===== src/obld_pkg.sv =====
package obld_pkg;

   // ---------------------------------------------------------------
   // byte layout
   // ---------------------------------------------------------------
   localparam int OBLD_BYTE_W = 8;
   localparam int OBLD_ADDR_W = 16;

   // device option byte bit positions
   localparam int OBLD_OPT_WDT_CLK_BIT  = 7;
   localparam int OBLD_OPT_RST_PIN_BIT  = 6;
   localparam int OBLD_OPT_PORT_LVL_BIT = 5;
   localparam int OBLD_OPT_BOD_BIT      = 4;
   localparam int OBLD_OPT_FIXED_BIT    = 3;
   localparam int OBLD_OPT_FILTER_BIT   = 2;
   localparam int OBLD_OPT_OSC_HI_BIT   = 1;
   localparam int OBLD_OPT_OSC_LO_BIT   = 0;

   // security lock byte bit positions, zero means locked
   localparam int OBLD_LOCK_PROG_BIT = 7;
   localparam int OBLD_LOCK_DATA_BIT = 6;

   // live lock pair layout
   localparam int OBLD_LIVE_PROG = 1;
   localparam int OBLD_LIVE_DATA = 0;
   localparam logic [1:0] OBLD_LIVE_OPEN = 2'h3;

   // erased flash reads as all ones
   localparam logic [OBLD_BYTE_W-1:0] OBLD_ERASED_BYTE = 8'hFF;
   localparam logic [OBLD_BYTE_W-1:0] OBLD_ZERO_BYTE   = 8'h00;

   // data move addresses of the two bytes
   localparam logic [OBLD_ADDR_W-1:0] OBLD_OPT_ADDR  = 16'hFFF0;
   localparam logic [OBLD_ADDR_W-1:0] OBLD_LOCK_ADDR = 16'hFFF1;

   // nonvolatile byte index
   localparam logic OBLD_NVM_OPT_IDX  = 1'b0;
   localparam logic OBLD_NVM_LOCK_IDX = 1'b1;

   // ---------------------------------------------------------------
   // enumerations
   // ---------------------------------------------------------------
   typedef enum logic [1:0] {
      OBLD_OSC_XTAL_FAST = 2'h0,   // 4 to 12 MHz crystal
      OBLD_OSC_RC_455K   = 2'h1,   // internal 455KHz rc
      OBLD_OSC_XTAL_SLOW = 2'h2,   // 32KHz to 1MHz crystal
      OBLD_OSC_EXT_CLK   = 2'h3    // external clock on crystal input
   } obld_osc_t;

   typedef enum logic [1:0] {
      OBLD_OP_READ       = 2'h0,
      OBLD_OP_PROGRAM    = 2'h1,
      OBLD_OP_BANK_ERASE = 2'h2,
      OBLD_OP_RSVD       = 2'h3
   } obld_op_t;

   typedef enum logic [1:0] {
      OBLD_AREA_PROG = 2'h0,
      OBLD_AREA_DATA = 2'h1,
      OBLD_AREA_CFG  = 2'h2,
      OBLD_AREA_RSVD = 2'h3
   } obld_area_t;

   typedef enum logic [2:0] {
      OBLD_ST_LOAD_OPT  = 3'h1,
      OBLD_ST_LOAD_LOCK = 3'h2,
      OBLD_ST_READY     = 3'h4
   } obld_state_t;

endpackage


===== src/obld_acc_if.sv =====
`timescale 1ns/100ps
`default_nettype none

// ---------------------------------------------------------------
// access decision carrier
// ---------------------------------------------------------------
interface obld_acc_if;
   import obld_pkg::*;
   obld_op_t   op;
   obld_area_t area;
   logic       prog_lock_n;
   logic       data_lock_n;
   logic       allow;

   modport checker_mp (input op, area, prog_lock_n, data_lock_n, output allow);
   modport user_mp    (output op, area, prog_lock_n, data_lock_n, input allow);
endinterface

`default_nettype wire


===== src/obld_lock_check.sv =====
`timescale 1ns/100ps
`default_nettype none

module obld_lock_check (
   obld_acc_if.checker_mp acc   // decision request and answer
);
   import obld_pkg::*;

   // ---------------------------------------------------------------
   // lock decision table
   // ---------------------------------------------------------------
   // configuration bytes need both locks open; bank erase too
   always_comb begin
      acc.allow = 1'b0;
      case (acc.area)
         OBLD_AREA_PROG: begin
            // any program area access refused once locked
            acc.allow = acc.prog_lock_n && (acc.op != OBLD_OP_RSVD);
         end
         OBLD_AREA_DATA: begin
            // data area refused once locked
            acc.allow = acc.data_lock_n && (acc.op != OBLD_OP_RSVD);
         end
         OBLD_AREA_CFG: begin
            acc.allow = acc.prog_lock_n && acc.data_lock_n && (acc.op != OBLD_OP_RSVD);
         end
         default: begin
            acc.allow = 1'b0;
         end
      endcase
      // bank erase wipes everything, so only with both open
      if (acc.op == OBLD_OP_BANK_ERASE) begin
         acc.allow = acc.prog_lock_n && acc.data_lock_n;
      end
   end

endmodule

`default_nettype wire


===== src/obld_top.sv =====
`timescale 1ns/100ps
`default_nettype none

// How it works
// options latched from flash at power up; program cannot change them later
// data move reads at the two addresses return the latched bytes
// option bit 7: zero internal 20KHz rc watchdog clock, one cpu clock
// option bit 6: zero keeps reset pin, one makes it a plain input
// option bit 5: port pins reset low on zero, high on one
// option bit 4: brownout threshold 3.8V on zero, 2.5V on one
// programmer always writes option bit 3 as one
// option bit 2: zero disables oscillator filter, one enables it
// option bits 1..0 pick crystal, 455KHz rc, slow crystal or external clock
// program lock zero refuses program area and configuration access
// data lock zero refuses data area and configuration access
// both locks one: tool may erase, program and read both areas
// program locked only: code reads blocked, data usable, bank erase ignored
// both locks zero: tool reads of both areas blocked
// programmer sets a lock only after programming and verifying
// tool erases and writes configuration in one unbroken sequence
// flash is blank from the factory and must be loaded first

module obld_top (
   input  wire  logic                         clk,                   // 100 MHz clock
   input  wire  logic                         rst_n,                 // power up reset
   output logic                               nvm_rd_req,            // byte fetch request
   output logic                               nvm_rd_idx,            // byte index, 0 option
   input  wire  logic                         nvm_rd_ack,            // fetch data valid
   input  wire  logic [obld_pkg::OBLD_BYTE_W-1:0] nvm_rd_data,       // fetched byte
   input  wire  logic                         cpu_rd_strobe,         // data move read
   input  wire  logic [obld_pkg::OBLD_ADDR_W-1:0] cpu_rd_addr,       // data move address
   output logic                               cpu_rd_valid,          // read hit pulse
   output logic [obld_pkg::OBLD_BYTE_W-1:0]   cpu_rd_data,           // read data
   input  wire  logic                         tool_req,              // tool request pulse
   input  wire  obld_pkg::obld_op_t           tool_op,               // tool operation
   input  wire  obld_pkg::obld_area_t         tool_area,             // tool target area
   input  wire  logic                         tool_cfg_idx,          // which config byte
   input  wire  logic [obld_pkg::OBLD_BYTE_W-1:0] tool_wdata,        // tool write byte
   output logic                               tool_grant,            // access allowed pulse
   output logic                               tool_deny,             // access refused pulse
   output logic [obld_pkg::OBLD_BYTE_W-1:0]   tool_rdata,            // config read data
   output logic                               cfg_ready,             // options valid
   output logic                               watchdog_clock_select, // 1 cpu clock
   output logic                               reset_pin_disable,     // 1 pin is input
   output logic                               port_reset_level,      // 1 ports reset high
   output logic                               brownout_level_select, // 1 low threshold
   output logic                               osc_filter_enable,     // 1 filter on
   output obld_pkg::obld_osc_t                osc_type               // clock source
);
   import obld_pkg::*;

   // ---------------------------------------------------------------
   // state
   // ---------------------------------------------------------------
   obld_state_t                state;
   obld_state_t                next_state;
   logic [OBLD_BYTE_W-1:0]     device_option_byte;
   logic [OBLD_BYTE_W-1:0]     security_lock_byte;
   logic [1:0]                 lock_live;
   logic                       take_req;
   logic                       cfg_write;

   obld_acc_if acc ();

   // ---------------------------------------------------------------
   // power up loader
   // ---------------------------------------------------------------
   // one fetch per byte, then parked until the next power up
   always_comb begin
      next_state = state;
      case (state)
         OBLD_ST_LOAD_OPT: begin
            if (nvm_rd_ack) begin
               next_state = OBLD_ST_LOAD_LOCK;
            end
         end
         OBLD_ST_LOAD_LOCK: begin
            if (nvm_rd_ack) begin
               next_state = OBLD_ST_READY;
            end
         end
         OBLD_ST_READY: begin
            next_state = OBLD_ST_READY;
         end
         default: begin
            next_state = OBLD_ST_LOAD_OPT;
         end
      endcase
   end

   always_ff @(posedge clk or negedge rst_n) begin
      if (!rst_n) begin
         state <= OBLD_ST_LOAD_OPT;
      end else begin
         state <= next_state;
      end
   end

   // fetch index follows the loader, held in a flop
   always_ff @(posedge clk or negedge rst_n) begin
      if (!rst_n) begin
         nvm_rd_idx <= OBLD_NVM_OPT_IDX;
      end else if (state == OBLD_ST_LOAD_OPT && nvm_rd_ack) begin
         nvm_rd_idx <= OBLD_NVM_LOCK_IDX;
      end
   end

   assign nvm_rd_req = (state == OBLD_ST_LOAD_OPT) || (state == OBLD_ST_LOAD_LOCK);
   assign cfg_ready  = (state == OBLD_ST_READY);

   // ---------------------------------------------------------------
   // latched bytes
   // ---------------------------------------------------------------
   // no write path from software exists; only a power up reloads
   always_ff @(posedge clk or negedge rst_n) begin
      if (!rst_n) begin
         device_option_byte <= OBLD_ERASED_BYTE;
      end else if (state == OBLD_ST_LOAD_OPT && nvm_rd_ack) begin
         device_option_byte <= nvm_rd_data;
      end
   end

   always_ff @(posedge clk or negedge rst_n) begin
      if (!rst_n) begin
         security_lock_byte <= OBLD_ERASED_BYTE;
      end else if (state == OBLD_ST_LOAD_LOCK && nvm_rd_ack) begin
         security_lock_byte <= nvm_rd_data;
      end
   end

   // ---------------------------------------------------------------
   // decoded options
   // ---------------------------------------------------------------
   // bit 3 is taken as written by the programmer and not decoded
   assign watchdog_clock_select = device_option_byte[OBLD_OPT_WDT_CLK_BIT];
   assign reset_pin_disable     = device_option_byte[OBLD_OPT_RST_PIN_BIT];
   assign port_reset_level      = device_option_byte[OBLD_OPT_PORT_LVL_BIT];
   assign brownout_level_select = device_option_byte[OBLD_OPT_BOD_BIT];
   assign osc_filter_enable     = device_option_byte[OBLD_OPT_FILTER_BIT];
   assign osc_type = obld_osc_t'({device_option_byte[OBLD_OPT_OSC_HI_BIT],
                                  device_option_byte[OBLD_OPT_OSC_LO_BIT]});

   // ---------------------------------------------------------------
   // data move read port
   // ---------------------------------------------------------------
   // unmapped addresses give no valid and zero data
   always_ff @(posedge clk or negedge rst_n) begin
      if (!rst_n) begin
         cpu_rd_valid <= 1'b0;
         cpu_rd_data  <= OBLD_ZERO_BYTE;
      end else begin
         cpu_rd_valid <= 1'b0;
         cpu_rd_data  <= OBLD_ZERO_BYTE;
         if (cpu_rd_strobe && cpu_rd_addr == OBLD_OPT_ADDR) begin
            cpu_rd_valid <= 1'b1;
            cpu_rd_data  <= device_option_byte;
         end else if (cpu_rd_strobe && cpu_rd_addr == OBLD_LOCK_ADDR) begin
            cpu_rd_valid <= 1'b1;
            cpu_rd_data  <= security_lock_byte;
         end
      end
   end

   // ---------------------------------------------------------------
   // live locks
   // ---------------------------------------------------------------
   // a lock written by the tool bites at once, not at next power up
   assign take_req  = tool_req && cfg_ready;
   assign cfg_write = take_req && acc.allow && tool_op == OBLD_OP_PROGRAM
                      && tool_area == OBLD_AREA_CFG && tool_cfg_idx == OBLD_NVM_LOCK_IDX;

   always_ff @(posedge clk or negedge rst_n) begin
      if (!rst_n) begin
         lock_live <= OBLD_LIVE_OPEN;
      end else if (state == OBLD_ST_LOAD_LOCK && nvm_rd_ack) begin
         lock_live <= {nvm_rd_data[OBLD_LOCK_PROG_BIT], nvm_rd_data[OBLD_LOCK_DATA_BIT]};
      end else if (cfg_write) begin
         // programming only clears flash bits, so locks only tighten
         lock_live <= lock_live & {tool_wdata[OBLD_LOCK_PROG_BIT],
                                   tool_wdata[OBLD_LOCK_DATA_BIT]};
      end else if (take_req && acc.allow && tool_op == OBLD_OP_BANK_ERASE) begin
         lock_live <= OBLD_LIVE_OPEN;
      end
   end

   // ---------------------------------------------------------------
   // tool access port
   // ---------------------------------------------------------------
   assign acc.op          = tool_op;
   assign acc.area        = tool_area;
   assign acc.prog_lock_n = lock_live[OBLD_LIVE_PROG];
   assign acc.data_lock_n = lock_live[OBLD_LIVE_DATA];

   obld_lock_check u_check (
      .acc (acc.checker_mp)
   );

   // requests before the locks are known are refused, never guessed
   always_ff @(posedge clk or negedge rst_n) begin
      if (!rst_n) begin
         tool_grant <= 1'b0;
         tool_deny  <= 1'b0;
         tool_rdata <= OBLD_ZERO_BYTE;
      end else begin
         tool_grant <= take_req && acc.allow;
         tool_deny  <= tool_req && !(cfg_ready && acc.allow);
         tool_rdata <= OBLD_ZERO_BYTE;
         if (take_req && acc.allow && tool_op == OBLD_OP_READ && tool_area == OBLD_AREA_CFG) begin
            tool_rdata <= (tool_cfg_idx == OBLD_NVM_LOCK_IDX) ? security_lock_byte
                                                              : device_option_byte;
         end
      end
   end
endmodule

`default_nettype wire

===== config.mk =====
export PLATFORM = sky130hd
export DESIGN_NAME = obld_top
export DESIGN_NICKNAME = d
export VERILOG_FILES = /design/src/obld_pkg.sv /design/src/obld_acc_if.sv /design/src/obld_lock_check.sv /design/src/obld_top.sv
export SDC_FILE = /design/constraint.sdc
export NUM_CORES = 1
export LEC_CHECK = 0
export BUFFER_PORTS_ARGS = -buffer_cell sky130_fd_sc_hd__clkbuf_2
export CAP_MARGIN = 20
export CORE_MARGIN = 8
export CORE_UTILIZATION = 43
export CTS_CLUSTER_SIZE = 40
export DETAILED_ROUTE_END_ITERATION = 10
export PLACE_DENSITY_LB_ADDON = 0.15
export SETUP_SLACK_MARGIN = 0.15
export SLEW_MARGIN = 20
export SYNTH_ARGS = -nofsm -noshare
export SYNTH_HDL_FRONTEND = slang
export SYNTH_SLANG_ARGS = --single-unit

===== constraint.sdc =====
create_clock -name clk -period 1.5 [get_ports clk]
set_input_delay 0.3 -clock clk [delete_from_list [all_inputs] [get_ports clk]]
set_output_delay 0.3 -clock clk [all_outputs]
set_load 0.05 [all_outputs]

==> run metrics <==
status finished with violations; flop2flop setup slack -180 ps; Avg Cell Area, Syn 12.5 sq um; drt pass-1 iters 4; die area 6680 sq um; share of Yosys cell area claimed by the top area cell type 29.6%; Pleak 1.56 nW; Post-synth ARST share 100%; core area 4260 sq um; most common library cell in the layout ignoring fill and taps clkbuf_2; clock power share 15.5%; maximum vdd drop 1390 uV; overall power 0.00558 W; Primary FF master, synth dfrtp_1; worst flop-to-flop path startpoint lock_live[0]$_DFFE_PN1P_; worst path cell trace nor4b_4, a211oi_2, or4b_4, nor2_2; GRT Total Usage 16.1%; crit path capture type register; Vias/cell 5.02; fmax 595 MHz; Worst EP required 1730 ps; fin crit share 112%; initial core utilization 43.6%; Combinational Power Share 51.3%; grt total ovfl 0; CTS root buf clkbuf_8; failing checks negative setup slack; worst skew pair latency 300 ps; max-slew violations 0; Critical Path AT 1910 ps; worst hold path class in2async; largest net degree at the start of global routing 42; synth unique cells 38; DIE HEIGHT 81.8 um; total number of vias 1535; DP Wirelength 3410 um; switching power 0.00192 W; Post-synth EDFFs 0; top cells by area, synth dfrtp_1, dfstp_2, mux2i_1; Synthesis Warnings 0; critical path type reg2reg; crit-path max cell delay 560 ps; DR WL/cell 18.0 um; Max clock buf depth 2; Int Pwr 0.00365 W; # rows 24; antenna-violating nets left 0; vias in the first global route 1709; initial antenna violation count 0; synthesized area 1860 sq um; Ant. Diodes 0; Critical Path Start Type register; post-synth top area cell dfrtp_1; Routed WL 5510 um; R2R depth 4; Relative slew margins 66.0%; Ports 71; first-pass GRT wire length 8140 um; DRC violations left 0; Top delay family on crit path simple AND/OR/NAND/NOR gates; pre-CTS WS -616 ps; Critical R2R Capture tool_rdata[4]$_DFF_PN0_; highest-count cells in the layout ignoring fill and taps clkbuf_2, dfrtp_1, buf_4, dfstp_2, mux2i_1; crit path time final 1680 ps; Finished Core Util 74.1%; Sequential Power Share 33.2%; input/output buffers 64; total CTS buffers 5; max-cap viol count 0; Crit Path Max Fanout 6; synthesized net count 194; Critical-path top delay cell or4b_4; worst setup margin -180 ps; Worst Tran Pin Value 510 ps; DRT iter0 DRCs 55; area added between synthesis and finish 70.1%; Post-CTS Hold Fix Bufs 0; Final setup viols 21; CTS sink count 41; TritonCTS clock tree yes; RSZ-0062 raised after global routing yes; Setup Skew 10.4 ps; synthesized netlist cell count 149; Yosys reg bits 41; Fin. Hold Viols 0; die outline width 81.8 um; clk slew on worst S/H paths 80 ps; GP Congestion 0.826; pwr dens 1760 nW/um^2; layout cells sized above 1 72.4%; Buf/Inv on CP 0; H-tree levels 2; post-synthesis sequential area ratio 56.5%; Setup TNS Final -2410 ps; switching portion of total power 34.5%; Final nets 298
worst max path at each step:
stage,slack (ps),from,to,cells past startpoint
finish,-180,lock_live[0]$_DFFE_PN1P_,tool_rdata[4]$_DFF_PN0_,4
CTS,-170,lock_live[0]$_DFFE_PN1P_,tool_rdata[7]$_DFF_PN0_,4
detailed placement,-620,tool_area[0],tool_rdata[5]$_DFF_PN0_,7
global placement,-500,tool_area[0],tool_rdata[3]$_DFF_PN0_,7
floorplan,-490,state[0]$_DFFE_PN1P_,tool_rdata[2]$_DFF_PN0_,6
global route,-240,lock_live[0]$_DFFE_PN1P_,tool_rdata[7]$_DFF_PN0_,4
kinds of logic after synthesis:
logic type | Yosys count | synth area share, %
xor+xnor | 1 | 0.471
mux | 30 | 17.1
buf+inv | 15 | 4.17
fa+ha+maj | 3 | 2.02
simple gates | 45 | 15.1
compound gates | 14 | 4.64
flops | 41 | 56.5
timing repair:
action / in CTS / in global routing
gates cloned: 2 / 1
setup endpoints to repair: 33 / 41
pin swaps: 6 / 8
buffers inserted: 15 / 4
gates resized for setup: 70 / 35
layout make-up:
class,count,area (sq um)
fill,302,1100
timing repair buffer,105,926
multi-input combinational,93,986
clock buffer,6,72.6
sequential,41,1050
inverter,7,26.3
tap,52,65.1
clock inverter,2,35.0
cells in the mapped netlist, drive strengths merged (2+ instances only):
cell	n
dfrtp	22
dfstp	19
nor2	17
mux2i	16
mux2	14
inv	7
buf	6
o21ai	6
a21oi	4
nor3	4
ha	3
nand2	3
nand4	3
clkbuf	2
nand3b	2
or3b	2
or4b	2
power by group through the flow:
stage / Combinational, W / Sequential [W] / Clock [W]
2_1_floorplan: 0.000969 / 0.00204 / 0
3_3_place_gp: 0.00162 / 0.00182 / 0
3_5_place_dp: 0.00165 / 0.00185 / 0
4_1_cts: 0.00261 / 0.00181 / 0.000877
5_1_grt: 0.00300 / 0.00188 / 0.000930
6_report: 0.00286 / 0.00185 / 0.000866
through the flow:
step	instances	hold WS (ps)	instance area (sq um)
final	306	55.4	3160
after global routing	306	94.8	3160
after CTS	301	65.6	2980
after detailed placement	276	391	2380
after global placement	276	376	2380
after floorplan	149	4.41	1900
registers in the layout (all words and copies together), names as in the netlist, 2 cells and up:
name and flops:
device_option_byte 8, tool_rdata 8, lock_live 2, cpu_rd_data 8, security_lock_byte 8, state 3
per-layer routing:
metal | global-route usage, % | share of wire [%] | wire, um
met1 | 17.9 | 40 | 2180
met2 | 28.1 | 53 | 2940
met3 | 4.27 | 5.3 | 291
met4 | 7.19 | 1.8 | 99
met5 | 0 | 0 | 0
Note: power is estimated with default switching activity, not from simulation.
